`src/pkg/skx_consts.vh`:
```
// Purpose: constants for the security key exchange message framer
// Assumes: one clock, classic Wishbone register access, 32-bit data
// Notes:   byte offsets on the bus; one message byte per word in the buffer windows
`ifndef SKX_CONSTS_VH
`define SKX_CONSTS_VH

// ****************************************************************
// register byte offsets
// ****************************************************************
`define SKX_REG_CTRL        12'h000
`define SKX_REG_CAPS        12'h004
`define SKX_REG_STATUS      12'h008
`define SKX_REG_FLAGS       12'h00c
`define SKX_REG_STATE       12'h010
`define SKX_REG_SELECT      12'h014
`define SKX_REG_COOKIE      12'h020
`define SKX_REG_NEWCOOKIE   12'h040
`define SKX_TXMEM_BASE      12'h100
`define SKX_RXMEM_BASE      12'h400

// ****************************************************************
// reset values and field layouts
// ****************************************************************
`define SKX_CAPS_RST        32'h01030101
`define SKX_CTRL_AUTO_SO    1
`define SKX_CTRL_SEND_MAIN  0
`define SKX_ST_MAIN_SEEN    0
`define SKX_ST_QUICK_SEEN   1
`define SKX_ST_SIGNON_SEEN  2
`define SKX_ST_CONFIRMED    3
`define SKX_ST_PENDING      4
`define SKX_ST_TX_BUSY      5

// ****************************************************************
// class field masks: defined bits per class byte
// ****************************************************************
`define SKX_PKA_MASK        8'h01
`define SKX_HASH_MASK       8'h01
`define SKX_ENC_MASK        8'h03
`define SKX_NONCE_MASK      8'h01

// ****************************************************************
// request flag bit positions
// ****************************************************************
`define SKX_FL_FIRST        3
`define SKX_FL_RENEW        2
`define SKX_FL_BUMP         1
`define SKX_FL_SLOT         0

// ****************************************************************
// message kinds on the receive side
// ****************************************************************
`define SKX_RX_SIGNON       2'h0
`define SKX_RX_MAIN         2'h1
`define SKX_RX_QUICK        2'h2
`define SKX_RX_CONFIRM      2'h3

// ****************************************************************
// field sizes and message lengths in bytes, cookie size in 32-bit words
// ****************************************************************
`define SKX_PKA_BYTES       64
`define SKX_HASH_BYTES      20
`define SKX_NONCE_BYTES     8
`define SKX_HDR_BYTES       6
`define SKX_SIGNON_LEN      8
`define SKX_MAIN_REQ_LEN    206
`define SKX_QUICK_REQ_LEN   14
`define SKX_MAIN_RSP_LEN    98
`define SKX_RXMEM_DEPTH     200
`define SKX_TXMEM_DEPTH     92
`define SKX_COOKIE_WORDS    5

`endif

```
`src/rtl/skx_class_pick.v`:
```
// Purpose: pick one offered option of an algorithm class
// Assumes: offered and supported bits already aligned to the class byte
// Notes:   highest common bit wins, so the stronger cipher is preferred
`timescale 1ns/1ps

module skx_class_pick
(
  input  wire [7:0] offered_i,    // class byte from the control centre
  input  wire [7:0] supported_i,  // terminal capability mask for this class
  output reg  [7:0] choice_o      // one-hot choice or all zeros
);

  // ****************************************************************
  // priority pick
  // ****************************************************************
  reg     [7:0] common;
  integer       i;

  always @*
  begin
    common   = offered_i & supported_i;
    choice_o = 8'h00;
    for (i = 0; i < 8; i = i + 1)
    begin
      if (common[i])
      begin
        choice_o = 8'h01 << i;
      end
    end
  end

endmodule // skx_class_pick

```
`src/rtl/security_key_exchange_msgs.v`:
```
// Purpose: terminal-side framer and parser for security handshake messages
// Assumes: bytes arrive most significant first; software does the key math
// Notes:   response payload and new cookie come from software over the bus
//
// Added by the designer: the Wishbone register port and the placing of the registers.
`timescale 1ns/1ps
`include "skx_consts.vh"

module security_key_exchange_msgs
(
  input  wire        clk_i,        // system clock, 200 MHz
  input  wire        rst_i,        // synchronous reset, active high
  input  wire        wb_cyc_i,     // wishbone cycle
  input  wire        wb_stb_i,     // wishbone strobe
  input  wire        wb_we_i,      // wishbone write enable
  input  wire [11:0] wb_adr_i,     // wishbone byte address
  input  wire [3:0]  wb_sel_i,     // wishbone byte selects
  input  wire [31:0] wb_dat_i,     // wishbone write data
  output reg  [31:0] wb_dat_o,     // wishbone read data
  output reg         wb_ack_o,     // wishbone acknowledge
  input  wire        rx_valid_i,   // receive byte valid
  input  wire        rx_sop_i,     // first byte of a message
  input  wire [1:0]  rx_kind_i,    // message kind, sampled with rx_sop_i
  input  wire [7:0]  rx_byte_i,    // receive byte
  output wire        rx_ready_o,   // receive byte accepted
  output reg         tx_valid_o,   // transmit byte valid
  output reg  [7:0]  tx_byte_o,    // transmit byte
  output reg         tx_last_o,    // last byte of the message
  output reg         tx_main_o,    // message is a main response, else sign-on response
  input  wire        tx_ready_i,   // transmit byte taken
  output reg         key_slot_o,   // session key slot to load
  output reg         key_apply_o,  // pulse: key for key_slot_o is being negotiated
  output reg         nv_commit_o   // pulse: persistent state just committed
);

  // ****************************************************************
  // state
  // ****************************************************************
  localparam [2:0] TX_IDLE = 3'b001;
  localparam [2:0] TX_SO   = 3'b010;
  localparam [2:0] TX_MAIN = 3'b100;

  reg  [31:0] caps;
  reg         auto_so;
  reg  [5:0]  status_seen;
  reg  [7:0]  last_flags;
  reg  [31:0] offered;
  reg  [7:0]  cnt;
  reg         cnt_seq;
  reg         ck_seq;
  reg  [7:0]  pend_cnt;
  reg         pend_cnt_seq;
  reg         pend_ck_seq;
  reg         pend_ck_new;
  reg         pending;
  reg  [31:0] cookie     [0:`SKX_COOKIE_WORDS-1];
  reg  [31:0] new_cookie [0:`SKX_COOKIE_WORDS-1];
  reg  [7:0]  rx_mem     [0:`SKX_RXMEM_DEPTH-1];
  reg  [7:0]  tx_mem     [0:`SKX_TXMEM_DEPTH-1];
  reg  [1:0]  rx_kind;
  reg  [7:0]  rx_idx;
  reg  [2:0]  tx_state;
  reg  [7:0]  tx_idx;
  reg  [7:0]  tx_len;
  reg  [7:0]  cur_byte;
  reg         send_main;
  reg         send_so;

  wire [31:0] chosen;
  wire [31:0] class_mask = {`SKX_NONCE_MASK, `SKX_ENC_MASK, `SKX_HASH_MASK, `SKX_PKA_MASK};
  wire        tx_busy    = ~tx_state[0] | tx_valid_o;
  wire        rx_take    = rx_valid_i & rx_ready_o;
  wire [1:0]  kind_now   = rx_sop_i ? rx_kind_i : rx_kind;
  wire [7:0]  idx_now    = rx_sop_i ? 8'h00 : rx_idx;
  wire        wb_req     = wb_cyc_i & wb_stb_i & ~wb_ack_o;
  wire [9:0]  wadr       = wb_adr_i[11:2];
  wire        in_tx      = wb_adr_i >= `SKX_TXMEM_BASE && wb_adr_i < `SKX_TXMEM_BASE + 4 * `SKX_TXMEM_DEPTH;
  wire        in_rx      = wb_adr_i >= `SKX_RXMEM_BASE && wb_adr_i < `SKX_RXMEM_BASE + 4 * `SKX_RXMEM_DEPTH;
  wire        in_ck      = wb_adr_i >= `SKX_REG_COOKIE && wb_adr_i < `SKX_REG_COOKIE + 4 * `SKX_COOKIE_WORDS;
  wire        in_nck     = wb_adr_i >= `SKX_REG_NEWCOOKIE && wb_adr_i < `SKX_REG_NEWCOOKIE + 4 * `SKX_COOKIE_WORDS;
  wire [11:0] tx_off     = wb_adr_i - `SKX_TXMEM_BASE;
  wire [11:0] rx_off     = wb_adr_i - `SKX_RXMEM_BASE;
  wire [11:0] ck_off     = wb_adr_i - `SKX_REG_COOKIE;
  wire [11:0] nck_off    = wb_adr_i - `SKX_REG_NEWCOOKIE;
  wire [31:0] wmask      = {{8{wb_sel_i[3]}}, {8{wb_sel_i[2]}}, {8{wb_sel_i[1]}}, {8{wb_sel_i[0]}}};

  assign rx_ready_o = ~tx_busy | (kind_now != `SKX_RX_SIGNON);

  // ****************************************************************
  // one class picker per class byte
  // ****************************************************************
  genvar g;
  generate
    for (g = 0; g < 4; g = g + 1)
    begin : g_class
      skx_class_pick u_pick
      (
        .offered_i   (offered[8*g+7:8*g]),
        .supported_i (caps[8*g+7:8*g] & class_mask[8*g+7:8*g]),
        .choice_o    (chosen[8*g+7:8*g])
      );
    end
  endgenerate

  // ****************************************************************
  // receive parser and persistent state
  // ****************************************************************
  reg [7:0] base_cnt;
  reg       base_seq;
  integer   k;

  always @*
  begin
    // counter start point: zero when this main request renews the cookie
    base_cnt = (kind_now == `SKX_RX_MAIN && last_flags[`SKX_FL_RENEW]) ? 8'h00 : cnt;
    base_seq = (kind_now == `SKX_RX_MAIN && last_flags[`SKX_FL_RENEW]) ? 1'b0 : cnt_seq;
  end

  always @(posedge clk_i)
  begin
    if (rst_i)
    begin
      rx_kind      <= `SKX_RX_SIGNON;
      rx_idx       <= 8'h00;
      offered      <= 32'h00000000;
      last_flags   <= 8'h00;
      cnt          <= 8'h00;
      cnt_seq      <= 1'b0;
      ck_seq       <= 1'b0;
      pend_cnt     <= 8'h00;
      pend_cnt_seq <= 1'b0;
      pend_ck_seq  <= 1'b0;
      pend_ck_new  <= 1'b0;
      pending      <= 1'b0;
      key_slot_o   <= 1'b0;
      key_apply_o  <= 1'b0;
      nv_commit_o  <= 1'b0;
      send_so      <= 1'b0;
      status_seen  <= 6'h00;
      for (k = 0; k < `SKX_COOKIE_WORDS; k = k + 1)
      begin
        cookie[k] <= 32'h00000000;
      end
    end
    else
    begin
      key_apply_o <= 1'b0;
      nv_commit_o <= 1'b0;
      send_so     <= 1'b0;
      if (wb_req && wb_we_i && wadr == `SKX_REG_STATUS / 4)
      begin
        status_seen <= status_seen & ~wb_dat_i[5:0];
      end
      if (wb_req && wb_we_i && wadr == `SKX_REG_STATE / 4)
      begin
        cnt     <= wb_dat_i[7:0];
        cnt_seq <= wb_dat_i[8];
        ck_seq  <= wb_dat_i[9];
      end
      if (wb_req && wb_we_i && in_ck)
      begin
        cookie[ck_off[4:2]] <= (cookie[ck_off[4:2]] & ~wmask) | (wb_dat_i & wmask);
      end
      if (rx_take)
      begin
        rx_kind <= kind_now;
        rx_idx  <= idx_now + 8'h01;
        case (kind_now)
          `SKX_RX_SIGNON:
          begin
            if (idx_now < 8'h04)
            begin
              offered[8*idx_now[1:0] +: 8] <= rx_byte_i;
            end
            if (idx_now == `SKX_SIGNON_LEN - 1)
            begin
              status_seen[`SKX_ST_SIGNON_SEEN] <= 1'b1;
              send_so                          <= auto_so;
            end
          end
          `SKX_RX_MAIN, `SKX_RX_QUICK:
          begin
            // link identifier and reserved bits are not checked
            if (idx_now == 8'h04)
            begin
              last_flags <= rx_byte_i;
            end
            if (idx_now >= `SKX_HDR_BYTES && idx_now < `SKX_MAIN_REQ_LEN)
            begin
              rx_mem[idx_now - `SKX_HDR_BYTES] <= rx_byte_i;
            end
            if ((kind_now == `SKX_RX_MAIN && idx_now == `SKX_MAIN_REQ_LEN - 1) ||
                (kind_now == `SKX_RX_QUICK && idx_now == `SKX_QUICK_REQ_LEN - 1))
            begin
              key_slot_o  <= last_flags[`SKX_FL_SLOT];
              key_apply_o <= 1'b1;
              pending     <= 1'b1;
              pend_ck_new <= kind_now == `SKX_RX_MAIN && last_flags[`SKX_FL_RENEW];
              pend_ck_seq <= ck_seq ^ (kind_now == `SKX_RX_MAIN && last_flags[`SKX_FL_RENEW]);
              if (last_flags[`SKX_FL_BUMP])
              begin
                pend_cnt     <= base_cnt + 8'h01;
                pend_cnt_seq <= ~base_seq;
              end
              else
              begin
                pend_cnt     <= base_cnt;
                pend_cnt_seq <= base_seq;
              end
              if (kind_now == `SKX_RX_MAIN)
              begin
                status_seen[`SKX_ST_MAIN_SEEN] <= 1'b1;
              end
              else
              begin
                status_seen[`SKX_ST_QUICK_SEEN] <= 1'b1;
              end
            end
          end
          default:
          begin
            // connect confirm: first byte commits what is pending
            if (idx_now == 8'h00 && pending)
            begin
              cnt         <= pend_cnt;
              cnt_seq     <= pend_cnt_seq;
              ck_seq      <= pend_ck_seq;
              pending     <= 1'b0;
              nv_commit_o <= 1'b1;
              status_seen[`SKX_ST_CONFIRMED] <= 1'b1;
              for (k = 0; k < `SKX_COOKIE_WORDS; k = k + 1)
              begin
                if (pend_ck_new)
                begin
                  cookie[k] <= new_cookie[k];
                end
              end
            end
          end
        endcase
      end
    end
  end

  // ****************************************************************
  // transmit framer
  // ****************************************************************
  always @*
  begin
    cur_byte = 8'h00;
    if (tx_state[1])
    begin
      if (tx_idx < 8'h04)
      begin
        cur_byte = chosen[8*tx_idx[1:0] +: 8];
      end
    end
    else if (tx_state[2])
    begin
      if (tx_idx == 8'h04)
      begin
        cur_byte = {6'h00, ck_seq, pend_cnt_seq};
      end
      else if (tx_idx == 8'h05)
      begin
        cur_byte = pend_cnt;
      end
      else if (tx_idx >= `SKX_HDR_BYTES)
      begin
        cur_byte = tx_mem[tx_idx - `SKX_HDR_BYTES];
      end
    end
  end

  always @(posedge clk_i)
  begin
    if (rst_i)
    begin
      tx_state   <= TX_IDLE;
      tx_idx     <= 8'h00;
      tx_len     <= 8'h00;
      tx_valid_o <= 1'b0;
      tx_byte_o  <= 8'h00;
      tx_last_o  <= 1'b0;
      tx_main_o  <= 1'b0;
    end
    else
    begin
      case (tx_state)
        TX_IDLE:
        begin
          if (tx_ready_i)
          begin
            tx_valid_o <= 1'b0;
            tx_last_o  <= 1'b0;
          end
          tx_idx <= 8'h00;
          if (send_so)
          begin
            tx_state  <= TX_SO;
            tx_len    <= 8'd`SKX_SIGNON_LEN;
            tx_main_o <= 1'b0;
          end
          else if (send_main)
          begin
            tx_state  <= TX_MAIN;
            tx_len    <= 8'd`SKX_MAIN_RSP_LEN;
            tx_main_o <= 1'b1;
          end
        end
        TX_SO, TX_MAIN:
        begin
          if (!tx_valid_o || tx_ready_i)
          begin
            tx_byte_o  <= cur_byte;
            tx_valid_o <= 1'b1;
            tx_last_o  <= tx_idx == tx_len - 8'h01;
            tx_idx     <= tx_idx + 8'h01;
            if (tx_idx == tx_len - 8'h01)
            begin
              tx_state <= TX_IDLE;
            end
          end
        end
        default:
        begin
          tx_state <= TX_IDLE;
        end
      endcase
    end
  end

  // ****************************************************************
  // wishbone slave
  // ****************************************************************
  always @(posedge clk_i)
  begin
    if (rst_i)
    begin
      wb_ack_o  <= 1'b0;
      wb_dat_o  <= 32'h00000000;
      caps      <= `SKX_CAPS_RST;
      auto_so   <= 1'b1;
      send_main <= 1'b0;
    end
    else
    begin
      wb_ack_o <= wb_req;
      if (tx_state[2])
      begin
        send_main <= 1'b0;
      end
      if (wb_req && wb_we_i)
      begin
        if (wadr == `SKX_REG_CTRL / 4 && wb_sel_i[0])
        begin
          auto_so <= wb_dat_i[`SKX_CTRL_AUTO_SO];
          if (wb_dat_i[`SKX_CTRL_SEND_MAIN])
          begin
            send_main <= 1'b1;
          end
        end
        if (wadr == `SKX_REG_CAPS / 4)
        begin
          caps <= (caps & ~wmask) | (wb_dat_i & wmask);
        end
        if (in_tx && wb_sel_i[0])
        begin
          tx_mem[tx_off[8:2]] <= wb_dat_i[7:0];
        end
        if (in_nck)
        begin
          new_cookie[nck_off[4:2]] <= (new_cookie[nck_off[4:2]] & ~wmask) | (wb_dat_i & wmask);
        end
      end
      if (wb_req)
      begin
        wb_dat_o <= 32'h00000000;
        if (wadr == `SKX_REG_CTRL / 4)
          wb_dat_o <= {30'h0, auto_so, send_main};
        else if (wadr == `SKX_REG_CAPS / 4)
          wb_dat_o <= caps;
        else if (wadr == `SKX_REG_STATUS / 4)
          wb_dat_o <= {26'h0, tx_busy | send_main, pending, status_seen[3:0]};
        else if (wadr == `SKX_REG_FLAGS / 4)
          wb_dat_o <= {24'h0, last_flags};
        else if (wadr == `SKX_REG_STATE / 4)
          wb_dat_o <= {6'h0, pend_ck_seq, pend_cnt_seq, pend_cnt, 6'h0, ck_seq, cnt_seq, cnt};
        else if (wadr == `SKX_REG_SELECT / 4)
          wb_dat_o <= chosen;
        else if (in_ck)
          wb_dat_o <= cookie[ck_off[4:2]];
        else if (in_nck)
          wb_dat_o <= new_cookie[nck_off[4:2]];
        else if (in_tx)
          wb_dat_o <= {24'h0, tx_mem[tx_off[8:2]]};
        else if (in_rx)
          wb_dat_o <= {24'h0, rx_mem[rx_off[9:2]]};
      end
    end
  end

endmodule // security_key_exchange_msgs

```
`config.mk`:
```
export PLATFORM = sky130hd
export DESIGN_NAME = security_key_exchange_msgs
export DESIGN_NICKNAME = d
export VERILOG_FILES = /design/src/rtl/skx_class_pick.v /design/src/rtl/security_key_exchange_msgs.v
export VERILOG_INCLUDE_DIRS = /design/src /design/src/pkg
export SDC_FILE = /design/constraint.sdc
export NUM_CORES = 2
export LEC_CHECK = 0
export BUFFER_PORTS_ARGS = -buffer_cell sky130_fd_sc_hd__buf_2
export CAP_MARGIN = 20
export CORE_MARGIN = 5
export CORE_UTILIZATION = 57
export CTS_CLUSTER_DIAMETER = 150
export DETAILED_ROUTE_END_ITERATION = 7
export PLACE_DENSITY = 0.83
export SLEW_MARGIN = 25
export SYNTH_ARGS = -nofsm -noshare
export SYNTH_HDL_FRONTEND = slang
export SYNTH_SLANG_ARGS = --single-unit
export TNS_END_PERCENT = 10
```
`constraint.sdc`:
```
create_clock -name clk_i -period 4.8 [get_ports clk_i]
set_input_delay 0.24 -clock clk_i [delete_from_list [all_inputs] [get_ports clk_i]]
set_output_delay 0.24 -clock clk_i [all_outputs]
set_load 0.005 [all_outputs]
```
; Word level (Yosys, flattened, before mapping)
; Memories as Yosys holds them, arrays and structs flattened.
; Index checks and enable logic that the tools add are counted.
[op_classes]
n_bitwise = 49
n_eq_ne = 27
add_sub_neg = 11
shifts = 3
n_lt_le_gt_ge = 13
div = 0
n_mux = 134
multipliers = 0
reduce_logical = 43
[op_table]
columns = cell, count
row1 = 32-bit 2-to-1 mux, 14
row2 = 8-bit 2-to-1 mux, 22
row3 = 32-bit AND, 4
row4 = 32-bit OR, 3
row5 = 1-bit 2-to-1 mux, 58
row6 = 5-bit negator with 34-bit output, 1
row7 = "8-bit by 34-bit variable shift with 32-bit output, first input constant", 1
row8 = 8-bit by 34-bit indexed part select with 32-bit output, 1
row9 = 32-bit bitwise mux, 1
row10 = "8-bit by 3-bit == test with 1-bit output, second input constant", 4
row11 = 32-bit NOT, 1
row12 = 32-bit OR reduction, 1
row13 = 32-bit by 6-bit indexed part select with 8-bit output, 1
row14 = 7-bit 2-to-1 mux, 4
row15 = 3-bit 2-to-1 mux, 9
row16 = "8-bit by 1-bit adder with 8-bit output, second input constant", 3
row17 = 8-bit by 1-bit AND with 8-bit output, 3
row18 = 4-bit 2-to-1 mux, 6
row19 = 6-bit 2-to-1 mux, 4
row20 = "10-bit by 2-bit == test with 1-bit output, second input constant", 2
row21 = "10-bit by 3-bit == test with 1-bit output, second input constant", 2
row22 = 5-bit 2-to-1 mux, 4
row23 = "3-bit == test, second input constant", 6
row24 = "8-bit by 3-bit >= comparator with 1-bit output, second input constant", 2
row25 = 51 further kinds, 123
[word_totals]
latchBits = 0
output_inout_bits = 48
ramBits = 2656
mem_bits_ro = 0
memories = 4
ff_bits = 179
word_cells = 314
in_bits = 66
[memory_table]
columns = memory, words, word_bits, read_ports, rd_ports_with_merged_regs, write_ports, line
row1 = rx_mem, 200, 8, 1, 0, 1, security_key_exchange_msgs.v:58  ; reg [7:0] rx_mem [0:`SKX_RXMEM_DEPTH-1];
row2 = tx_mem, 92, 8, 2, 0, 1, security_key_exchange_msgs.v:59  ; reg [7:0] tx_mem [0:`SKX_TXMEM_DEPTH-1];
row3 = cookie, 5, 32, 1, 0, 5, security_key_exchange_msgs.v:56  ; reg [31:0] cookie [0:`SKX_COOKIE_WORDS-1];
row4 = new_cookie, 5, 32, 6, 0, 1, security_key_exchange_msgs.v:57  ; reg [31:0] new_cookie [0:`SKX_COOKIE_WORDS-1];

; Logic depth before layout (Yosys ltp)
[depth]
ltp_word = 17
mapped_depth = 13
depth_no_buf = 11

; Cells and area by module
; Synthesis repeated with hierarchy kept, for this count alone.
[hier_totals]
cells_unflattened = 6998
hier_area_um2 = 127029.3
[modules_own_cells]
columns = mod, n_inst, area_each_um2, cells_per_inst
row1 = security_key_exchange_msgs, 1, 126608.9, 6926
row2 = skx_class_pick, 4, 105.1, 18

; Least setup slack after synthesis
; OpenSTA, ideal clock, no wires.
[synth_path]
path_kind = input to register
start = input port wb_adr_i[2]
end = memory new_cookie[2][0] (enable)
t_arrival_ns = 4.369
cell_stages = 6
setup_slack_ns = -0.070
setup_time_ns = 0.501
t_required_ns = 4.299
path_cell_list = buf_4 buf_4 buf_4 or2_2 clkbuf_1 nor4_1
[synth_via]
elab_chain_cells = 6
[synth_rtl]
columns = item, line
row1 = from (decl), security_key_exchange_msgs.v:16  ; input wire [11:0] wb_adr_i,
row2 = 12-bit by 7-bit >= comparator with 1-bit output (no source line) / 12-bit by 7-bit less-than comparator with 1-bit output (equally long branches), n/a
row3 = 1-bit logical AND (no source line), n/a
row4 = 1-bit 2-to-1 mux, security_key_exchange_msgs.v:371  ; if (in_nck)
row5 = 1-bit 2-to-1 mux, security_key_exchange_msgs.v:353  ; if (wb_req && wb_we_i)
row6 = 1-bit 2-to-1 mux, security_key_exchange_msgs.v:338  ; if (rst_i)
row7 = 1-bit 2-to-1 mux (implied by the code), security_key_exchange_msgs.v:373  ; new_cookie[nck_off[4:2]] <= (new_cookie[nck_off[4:2]] & ~wmask) | (wb_dat_i & wmask);
row8 = to (decl), security_key_exchange_msgs.v:57
; Parallel ways exist; a longest one is shown, timed or not.

==> results.json <==
{
  "min_path_type": "input pin to flip-flop",
  "p_leak_nw": 46.15,
  "grt_max_degree": 132,
  "h-tree-depth": 5,
  "clkSinkCount": 2991,
  "yosys_warnings": 0,
  "critPathRequiredTime_ns": 5.68,
  "tightest_slew_ns": 1.227,
  "mostFrequentLayoutCells": "edfxtp_1, mux4_2, nand2_1",
  "drtPass1Iterations": 8,
  "final_common_cell": "edfxtp_1",
  "fmax_ghz": 0.2454,
  "synth-edff-count": 2848,
  "die_area_mm2": 0.2301,
  "netlist_instances": 7008,
  "vias_per_cell": 7.227,
  "cp_common_cell": "dlygate4sd3_1",
  "num-nets-final": 7720,
  "synth_cell_type_count": 85,
  "power.density_mw_per_mm2": 384.5,
  "cts_root_buffer": "clkbuf_16",
  "die_h_um": 479.7,
  "slew_viol_final": 0,
  "placementRows": 172,
  "initial_core_util": 0.5728,
  "setup_viol": 0,
  "critical_path_class": "input pin to flip-flop",
  "power.total_mw": 54.78,
  "finClkSkew_ns": 0.04643,
  "rsz0062_at_grt": "no",
  "post_cts_buffers": 0,
  "outcome": "complete, no violations",
  "dr_total_vias": 77650,
  "path_clk_slew_ns": 0.06,
  "gp_congestion": 0.9681,
  "globalRouteOverflowTotal": 0,
  "routed_wl_um": 378800,
  "hold_viol_final": 0,
  "ir_drop_v": 0.0004230,
  "pin_count": 114,
  "clock_latency_ns": 0.95,
  "drt-wirelength-per-cell_um": 35.26,
  "port-buffer-count": 111,
  "route.detailed.drc": 0,
  "grt_pass1_vias": 76620,
  "syn_area_mm2": 0.1257,
  "critPathLaunchType": "input pin",
  "area_growth_pct": 13.31,
  "cts_tree": "done",
  "grt_usage": 0.3254,
  "fin_crit_sh": 0.8488,
  "nFillCells": 13630,
  "seq_area_frac_synth": 0.7029,
  "slew_headroom": 0.1704,
  "place_inst": 10130,
  "cts_buffers": 305,
  "avgSynthCellArea_um2": 17.94,
  "period_needed_ns": 4.074,
  "clock_path_buffers": 4,
  "fin_cells": 10740,
  "max_stage_delay_ns": 0.82,
  "cpMaxStageDelayCell": "or4_1",
  "antenna_found_initial": 31,
  "drt_iter0_markers": 14050,
  "crit_chain": "dlygate4sd3_1 > buf_2 > or4_1 > or4_1 > nor2_2 > buf_4 > nand3_1 > dlygate4sd3_1 > a21oi_1 > dlygate4sd3_1",
  "ant_nets": 0,
  "hpwl_um": 229200,
  "core-area_mm2": 0.2195,
  "synth_top_flop_cell": "edfxtp_1",
  "ys_async_sr_fraction": 0,
  "tns_ns": 0,
  "die_w_um": 479.7,
  "crit_fanout": 18,
  "grt_pass1_wl_um": 540600,
  "drive_gt1_frac": 0.2466,
  "worstPathArrival_ns": 4.96,
  "drv_cap": 0,
  "synth_seq_cells": 2991,
  "end_kind": "flip-flop"
}
-- registers in the layout, summed over array words and instances, names as in the netlist, 8 cells and up, named ones only --
signal / flops
cookie: 256
new_cookie: 256
rx_mem: 1600
wb_dat_o: 32
tx_byte_o: 8
pend_cnt: 8
tx_mem: 736
cnt: 8
last_flags: 8
rx_idx: 8
tx_idx: 8
-- synthesized netlist by cell type, types with 12 or more instances --
master	instances	area (um^2)
buf_4	52	390.4
inv_1	48	180.2
a22o_1	16	140.1
xnor2_1	17	148.9
a211o_1	12	105.1
o2111ai_1	12	105.1
dfxtp_1	143	2863
a311oi_1	21	183.9
ha_1	17	212.7
buf_2	144	720.7
mux2i_1	275	2753
nor2b_1	30	187.7
buf_1	40	150.1
o211ai_1	21	157.7
a31oi_1	20	125.1
o22ai_1	63	394.1
a21oi_1	128	640.6
a22oi_1	139	1044
nand2_1	598	2245
a211oi_1	51	382.9
nand3_1	91	455.4
nor2_1	484	1817
mux4_2	856	19280
o221ai_1	15	131.4
o21ai_0	219	1096
clkbuf_1	234	878.3
nor4_1	17	106.4
nand4_1	23	143.9
and2_1	22	137.6
a221oi_1	21	183.9
nor3_1	37	185.2
nand2b_1	20	125.1
and3_1	20	125.1
mux2_2	89	1002
edfxtp_1	2848	85520
-- worst max-delay path: cells and delay by family --
family	cells	cell delay [ns]
AO/OA/AOI/OAI	1	0.21
buffers and inverters	5	2.38
AND/OR/NAND/NOR	4	2.08
-- metal layers --
layer  track usage  up-vias  routed length [um]
li1              -    29590                   -
met1        0.4125    38610              118500
met2        0.4913     7706              172400
met3        0.1077     1729               58010
met4        0.2007       18               29850
met5             0        -                 121
-- kinds of logic (layout without fill, tap and decap cells) --
family | after synthesis | in the layout | share of synthesized area
AOI/OAI and AO/OA | 813 | 813 | 0.04267
xor gates and xnor gates | 27 | 27 | 0.001881
adders and majority gates | 17 | 17 | 0.001692
buffers and inverters | 522 | 1174 | 0.01864
DFF | 2991 | 2991 | 0.7029
muxes | 1220 | 1220 | 0.1832
other | 1 | 213 | 0.00002982
and+or+nand+nor | 1417 | 1417 | 0.04898
-- through the flow --
step                  util  worst slack [ns]  instance area (um^2)  hold slack [ns]
floorplan                -          -0.02752                126500           0.3389
global placement    0.6024            0.6045                132200           0.4441
detailed placement  0.6025            0.5416                132200           0.4496
CTS                 0.6487            0.7875                142400          0.08888
global route        0.6488            0.6817                142400           0.1428
finish              0.6490            0.7257                142500           0.1088
-- final cells by class --
type                       count  area, um^2  area share
timing repair buffer         603        4915     0.03450
clock buffer                 380        8174     0.05737
sequential                  2991       88390      0.6204
antenna                       21       52.55   0.0003688
tap                         2871        3592     0.02521
clock inverter               141        1216    0.008536
multi-input combinational   3686       35940      0.2522
inverter                      50       192.7    0.001352
-- worst paths after layout --
path	startpoint	to	slack (ns)	cells past startpoint
hold reg to reg	flip-flop	flip-flop	0.46	2
setup / recovery	wb_adr_i[9]	flip-flop	0.73	10
setup reg to reg	wb_ack_o	flip-flop	0.77	10
hold / removal	wb_sel_i[0]	cookie[6][3]	0.11	3
-- timing repair --
item	4_1_cts	5_1_grt
hold buffers	76	0
resized for setup	0	0
hold endpoints to repair	1370	0
-- power by group --
group	internal [mW]	total (mW)	switching [mW]
sequential	28.8	28.9	0.0651
combinational	0.998	2.98	1.98
clock	13.2	22.9	9.79
(Power assumes the default switching activity.)
